===== src/sfd_pkg.sv =====
// Package for the special function register space decoder
`default_nettype none
package sfd_pkg;
  localparam logic [7:0] SFR_BASE = 8'h80;
  localparam logic [7:0] ADDR_STACK_POINTER = 8'h81;
  localparam logic [7:0] ADDR_DATA_POINTER_LOW = 8'h82;
  localparam logic [7:0] ADDR_DATA_POINTER_HIGH = 8'h83;
  localparam logic [7:0] ADDR_STATUS_WORD = 8'hD0;
  localparam logic [7:0] ADDR_ACCUMULATOR = 8'hE0;
  localparam logic [7:0] ADDR_SECOND_ACCUMULATOR = 8'hF0;
  localparam logic [7:0] RST_STACK_POINTER = 8'h07;
  localparam logic [7:0] RST_ZERO = 8'h00;
  localparam int STATUS_PARITY_BIT = 0;

  typedef enum logic [1:0] {SFD_NONE, SFD_READ, SFD_WRITE} sfd_op_t;

  // One access from the core
  typedef struct packed {
    sfd_op_t op;
    logic indirect;
    logic bit_mode;
    logic [7:0] addr;
    logic [7:0] wdata;
    logic push;
  } sfd_req_t;

  typedef struct packed {
    logic [7:0] rdata;
    logic rvalid;
    logic to_sfr;
    logic to_upper_ram;
    logic [7:0] ram_addr;
  } sfd_rsp_t;

  typedef struct packed {
    logic [7:0] stack_pointer;
    logic [7:0] data_pointer_low;
    logic [7:0] data_pointer_high;
    logic [7:0] program_status_word;
    logic [7:0] accumulator;
    logic [7:0] second_accumulator;
    sfd_rsp_t rsp;
  } sfd_state_t;
endpackage
`default_nettype wire


===== src/sfd_space.sv =====
// Special function register space with data pointer and core registers
// Functional notes
// [RULE1] Direct accesses 0x80 to 0xFF reach registers
// [RULE2] Addresses ending 0 or 8 allow bits
// [RULE3] Other registers byte access only
// [RULE4] Core avoids unoccupied, reserved addresses
// [RULE5] Reserved bits stay zero after reset
// [RULE6] Data pointer low at 0x82, resets zero
// [RULE7] Data pointer high at 0x83, resets zero
// [RULE8] Data pointer addresses flash and external RAM
// [RULE9] Indirect upper addresses go to upper RAM
// [RULE10] Stack pointer resets seven, pre-increment push
// [RULE11] Bit address selects byte and bit position
`default_nettype none
module sfd_space (
  input wire logic clock,
  input wire logic reset,
  input wire sfd_pkg::sfd_req_t req,
  output sfd_pkg::sfd_rsp_t rsp,
  output logic [15:0] data_pointer_16,
  output logic [7:0] stack_pointer
);
  import sfd_pkg::*;

  sfd_state_t state, next_state;

  // -----------------------------------------------------------------
  // Decoding
  // -----------------------------------------------------------------
  function automatic logic bit_capable(input logic [7:0] a);
    return a[2:0] == 3'h0;
  endfunction

  function automatic logic occupied(input logic [7:0] a);
    return a == ADDR_STACK_POINTER || a == ADDR_DATA_POINTER_LOW ||
           a == ADDR_DATA_POINTER_HIGH || a == ADDR_STATUS_WORD ||
           a == ADDR_ACCUMULATOR || a == ADDR_SECOND_ACCUMULATOR;
  endfunction

  logic [7:0] byte_addr;
  logic [2:0] bit_pos;
  logic in_sfr;
  logic valid_acc;
  logic [7:0] cur;
  logic [7:0] upd;
  logic parity;

  always_comb begin
    bit_pos = req.addr[2:0];
    // Bit space above 0x7F maps onto the aligned register
    byte_addr = req.bit_mode ? {req.addr[7:3], 3'h0} : req.addr; // RULE11
    in_sfr = !req.indirect && byte_addr[7]; // RULE1 RULE9
    // Bit accesses to unaligned registers are never decoded
    valid_acc = in_sfr && occupied(byte_addr) &&
                (!req.bit_mode || bit_capable(byte_addr)); // RULE2 RULE3
    unique case (byte_addr)
      ADDR_STACK_POINTER: cur = state.stack_pointer;
      ADDR_DATA_POINTER_LOW: cur = state.data_pointer_low;
      ADDR_DATA_POINTER_HIGH: cur = state.data_pointer_high;
      ADDR_STATUS_WORD: cur = state.program_status_word;
      ADDR_ACCUMULATOR: cur = state.accumulator;
      ADDR_SECOND_ACCUMULATOR: cur = state.second_accumulator;
      default: cur = RST_ZERO; // Unoccupied reads return zero
    endcase
    upd = cur;
    if (req.bit_mode) begin
      upd[bit_pos] = req.wdata[0]; // RULE2
    end else begin
      upd = req.wdata;
    end
  end

  // -----------------------------------------------------------------
  // State update
  // -----------------------------------------------------------------
  always_comb begin
    next_state = state;
    next_state.rsp.rvalid = 1'b0;
    next_state.rsp.to_sfr = 1'b0;
    next_state.rsp.to_upper_ram = 1'b0;
    next_state.rsp.ram_addr = RST_ZERO;
    if (req.op != SFD_NONE) begin
      next_state.rsp.to_sfr = in_sfr; // RULE1
      next_state.rsp.to_upper_ram = req.indirect && req.addr[7]; // RULE9
      next_state.rsp.ram_addr = req.addr;
    end
    if (req.op == SFD_READ) begin
      next_state.rsp.rvalid = 1'b1;
      next_state.rsp.rdata = valid_acc ?
        (req.bit_mode ? {7'h00, cur[bit_pos]} : cur) : RST_ZERO;
    end
    // Writes to unoccupied addresses are dropped; the core must avoid them
    if (req.op == SFD_WRITE && valid_acc) begin // RULE4
      unique case (byte_addr)
        ADDR_STACK_POINTER: next_state.stack_pointer = upd;
        ADDR_DATA_POINTER_LOW: next_state.data_pointer_low = upd; // RULE6
        ADDR_DATA_POINTER_HIGH: next_state.data_pointer_high = upd; // RULE7
        ADDR_STATUS_WORD: next_state.program_status_word = upd;
        ADDR_ACCUMULATOR: next_state.accumulator = upd;
        // Only the second accumulator is left once valid_acc holds
        default: next_state.second_accumulator = upd;
      endcase
    end
    // Push increments first so the pointer names the last used entry
    if (req.push) begin
      next_state.stack_pointer = state.stack_pointer + 8'h01; // RULE10
      next_state.rsp.ram_addr = state.stack_pointer + 8'h01;
    end
    // Parity bit is read-only and follows the accumulator
    parity = ^next_state.accumulator;
    next_state.program_status_word[STATUS_PARITY_BIT] = parity;
  end

  always_ff @(posedge clock or posedge reset) begin
    if (reset) begin
      state <= '0; // RULE5
      state.stack_pointer <= RST_STACK_POINTER; // RULE10
      state.data_pointer_low <= RST_ZERO; // RULE6
      state.data_pointer_high <= RST_ZERO; // RULE7
    end else begin
      state <= next_state;
    end
  end

  assign rsp = state.rsp;
  assign data_pointer_16 = {state.data_pointer_high, state.data_pointer_low}; // RULE8
  assign stack_pointer = state.stack_pointer;
endmodule
`default_nettype wire


===== config.mk =====
export PLATFORM = sky130hd
export DESIGN_NAME = sfd_space
export DESIGN_NICKNAME = d
export VERILOG_FILES = /design/src/sfd_pkg.sv /design/src/sfd_space.sv
export SDC_FILE = /design/constraint.sdc
export NUM_CORES = 1
export LEC_CHECK = 0
export ABC_AREA = 1
export BUFFER_PORTS_ARGS = -buffer_cell sky130_fd_sc_hd__buf_2
export CORE_ASPECT_RATIO = 1.5
export CORE_MARGIN = 3
export CORE_UTILIZATION = 40
export DETAILED_ROUTE_END_ITERATION = 12
export GPL_TIMING_DRIVEN = 0
export PLACE_DENSITY_LB_ADDON = 0.08
export SKIP_CTS_REPAIR_TIMING = 1
export SYNTH_ARGS = -nofsm -noshare
export SYNTH_HDL_FRONTEND = slang
export SYNTH_SLANG_ARGS = --single-unit

===== constraint.sdc =====
create_clock -name clock -period 2.2 [get_ports clock]
set_input_delay 0.11 -clock clock [delete_from_list [all_inputs] [get_ports clock]]
set_output_delay 0.11 -clock clock [all_outputs]
set_load 0.05 [all_outputs]

==> PnR_summary.wiki <==
{| class="wikitable"
! Metric !! Value
|-
| Result of the run || complete, but fails checks
|-
| Failing checks || negative hold slack
|-
| Total setup violations reported at the end of the flow || 0
|-
| Endpoint of the lowest-slack register-to-register path || state[35]$_DFF_PP0_
|-
| Dominant cell type by area after synthesis || sky130_fd_sc_hd__dfrtp_1
|-
| Net switching fraction of the power || 29.18%
|-
| First-pass GRT wire length || a little over 20,000 µm
|-
| Part of the total power dissipated in sequential elements || between 30% and 40%
|-
| Post-layout net count || 693
|-
| Synth top area share || 37.53%
|-
| CTS Buf Count || 9
|-
| Maximum number of pins on one net before global-route repair || 68
|-
| Cell variety after synth || 35
|-
| Drt wl/cell || 15.48 µm
|-
| Area of the placeable core || 10,250 µm²
|-
| Die span in y || approximately 130 µm
|-
| RR Startpoint || data_pointer_16[14]$_DFFE_PP0P_
|-
| Switch Pwr || ~1.0 mW
|-
| Worst-path clk slew || 0.06 ns
|-
| Post-Place Cells || between 700 and 800
|-
| Final cell count without fillers || around 820
|-
| Worst Tran Pin Value || ~0.83 ns
|-
| CTS root buf || sky130_fd_sc_hd__clkbuf_16
|-
| Total Routed Length || approximately 13,000 µm
|-
| Tightest slew margin relative to the limit || 44.79%
|-
| CP top delay family || simple AND/OR/NAND/NOR gates
|-
| Capturing element of the worst setup path || state[35]$_DFF_PP0_
|-
| Final Max Tran Viols || 0
|-
| Static leakage || about 2.8 nW
|-
| Clk network pwr share || 44.5%
|-
| Wire length the detailed router placed on met1 || 5155 µm
|-
| Crit Path Max Fanout || 10
|-
| Routability congestion estimate from global placement || 0.9142
|-
| Path type of the worst setup path || in2reg
|-
| Number of cells produced by synthesis || 594
|-
| Unrepaired setup endpoints after global routing || no
|-
| TritonCTS clock tree || done
|-
| Port buffer count || 63
|-
| Storage cell area || 1680 µm²
|-
| Number of antenna violations at the first check in global routing || 0
|-
| Post-synth design cell area || around 4300 µm²
|-
| Critical Path Max Stage Delay || around 0.27 ns
|-
| Final worst path period need || 1.970 ns
|-
| Count of clock tree sinks || 67
|-
| MaxCap Viol Count || 0
|-
| HPWL after DPL || 9905 µm
|-
| Number of DRC violations after detailed-routing iteration 0 || 184
|-
| Hold violation total from the final report || 64
|-
| Maximum resistive drop on vdd || 0.3837 mV
|-
| Critical path launch point || req[13]
|-
| Global routing usage summed across all routing layers || 21.88%
|-
| Starting density of the core || 41.65%
|-
| Remaining DRCs || 0
|-
| Number of register bits inferred by synthesis || 67
|-
| Logic depth of the worst register-to-register path || 14
|-
| Worst Setup Start Kind || input port
|-
| Vias per cell || roughly 5
|-
| Number of primary I/O pins || 66
|-
| CP Depth || 19
|-
| Overflow after GRT || 0
|-
| Sequential area share after synthesis || 39.37%
|-
| Top cells by area in the synthesized netlist || sky130_fd_sc_hd__dfrtp_1 (38%), sky130_fd_sc_hd__nand2_1 (15%), sky130_fd_sc_hd__nand3_1 (8.0%)
|-
| Slack of the worst reg-to-reg path || 0.25 ns
|-
| Critical path data arrival time || between 2 and 2.5 ns
|-
| Std-Cell Rows || 45
|-
| Period Utilization, post-route || 89.56%
|-
| Critical path, cell by cell || buf_2 -> inv_2 -> nand2_1 -> nor2_4 -> buf_2 -> nand4_1 -> nand2_1 -> inv_1 -> nand3_1 -> nand2_1 -> nand2_1 -> nand2_1 -> nand2_2 -> nand2_1 -> nand2_1 -> nand2_1 -> nand2_1 -> nand2_1 -> nand2_1
|-
| Cell type of the slowest stage on the worst timing path || sky130_fd_sc_hd__buf_2
|-
| Logic gate share of total power || 17.5%
|-
| Detailed-routing iteration count for the pre-antenna-repair pass || 5
|-
| Met3 wire length || 426 µm
|-
| Peak Freq || around 0.5 GHz
|-
| Synthesized area per cell || slightly above 7 µm²
|-
| Maximum count of clock buffers along a single path || 2
|-
| Die outline width || approximately 90 µm
|-
| Cell repeated most along the worst path || sky130_fd_sc_hd__nand2_1
|-
| Die area || 11,970 µm²
|-
| Net count after synthesis || 618
|-
| Max layer used || met4
|-
| Share of cells above drive strength 1 || between 20% and 30%
|-
| Layout Skew || 0.008282 ns
|-
| Required time worst endpoint || 2.48 ns
|-
| Met2 wirelength from detailed routing || 6495 µm
|-
| Tightest Hold Check Type || in2async
|-
| Clock latency of the later-clocked register in the worst-skew pair || 0.34 ns
|-
| Vias in the first global route || between 3,000 and 4,000
|-
| Vias || 4,007
|-
| Hold_ws || -0.06213 ns
|-
| Antenna diode instance count || 0
|-
| Synth warnings || 0
|-
| Category of the worst setup path capture point || flop
|-
| Number of nets still failing antenna checks after routing || 0
|-
| Buffer and inverter count on the worst path || 4
|-
| Number of levels the H-tree was split into || 3
|-
| Internal power consumption || between 2 and 3 mW
|-
| Layout Area Growth over Synthesis || 19.76%
|-
| Area occupied by multi-input gates || 1942 µm²
|-
| FILL cells || 1,067
|-
| Cell Pwr Density || 695.5 nW/µm²
|}
[per-layer routing]
metal  up-vias  global-route usage, %
li1       2023                      -
met1      1876                  25.66
met2        84                  38.54
met3        24                  3.129
met4         0                  11.41
met5         -                      0
[cell usage after synthesis, drive strengths merged]
cell type  instances
nand4              4
o21ai             44
inv               65
o211ai             1
o22ai              3
ha                 1
a21oi             12
nor2              57
o311ai             2
or2                5
nand3             72
dfrtp             64
dfstp              3
nand2            182
a31oi              3
nor3              13
clkbuf             6
o31ai              4
buf               51
o32ai              2
[final cells by class]
type / instances / area share [%]
multi-input combinational: 405 / 37.99
clock buffer: 11 / 4.749
sequential: 67 / 32.88
tap: 141 / 3.452
clock inverter: 5 / 1.689
buffer: 57 / 8.054
inverter: 65 / 4.823
timing repair buffer: 64 / 6.365
[cell usage in the layout (no fill, tap or decap), drive strengths merged]
cell type,n
nand3,72
a31oi,3
o211ai,1
buf,114
nand2,182
ha,1
a21oi,12
o31ai,4
dlygate4sd3,1
o21ai,44
nor2,57
o311ai,2
dfstp,3
or2,5
nor3,13
clkinv,3
nand4,4
dfrtp,64
inv,65
o32ai,2
clkbuf,17
bufinv,2
o22ai,3
[how the worst min path moves through the flow]
stage,endpoint,slack (ns),cells past startpoint
after detailed placement,rsp[9]$_DFF_PP0_,0.31,2
after global placement,rsp[9]$_DFF_PP0_,0.31,2
after CTS,rsp[9]$_DFF_PP0_,-0.05,2
after floorplan,rsp[9]$_DFF_PP0_,0.18,1
after global routing,rsp[6]$_DFF_PP0_,0.02,2
final,rsp[7]$_DFF_PP0_,-0.06,2
[per-stage QoR]
stage                     cell area, µm²  util (%)  setup WS [ns]  setup TNS (ns)  total power, mW
after floorplan                     4268         -         0.4118               0            1.829
after global placement              4760     46.45        -0.5007          -33.06            1.985
after detailed placement            4762     46.47        -0.3941          -1.515            1.996
after CTS                           5091     49.68       -0.04934        -0.04934            3.577
after global routing                5111     49.88       0.009274               0            3.687
final                               5111     49.88         0.2298               0            3.555
[registers in the layout (all words and copies together), names as in the netlist]
signal,cells
stack_pointer,8
rsp,19
state,24
data_pointer_16,16
[power by group through the flow]
stage / Sequential [mW] / Clock [mW] / Combinational [mW]
after detailed placement: 1.37 / 0 / 0.622
after global routing: 1.36 / 1.65 / 0.675
final: 1.35 / 1.58 / 0.621
after floorplan: 1.36 / 0 / 0.474
after CTS: 1.35 / 1.60 / 0.624
after global placement: 1.37 / 0 / 0.615
[cell families (layout without fill, tap and decap cells)]
logic type / count (synthesis) / after routing / share of synthesized area [%]
buf+inv: 122 / 202 / 15.36
fa+ha+maj: 1 / 1 / 0.2931
flops: 67 / 67 / 39.37
compound gates: 71 / 71 / 9.499
simple gates: 333 / 333 / 35.47
No activity file was read; power rests on OpenSTA's default activity.
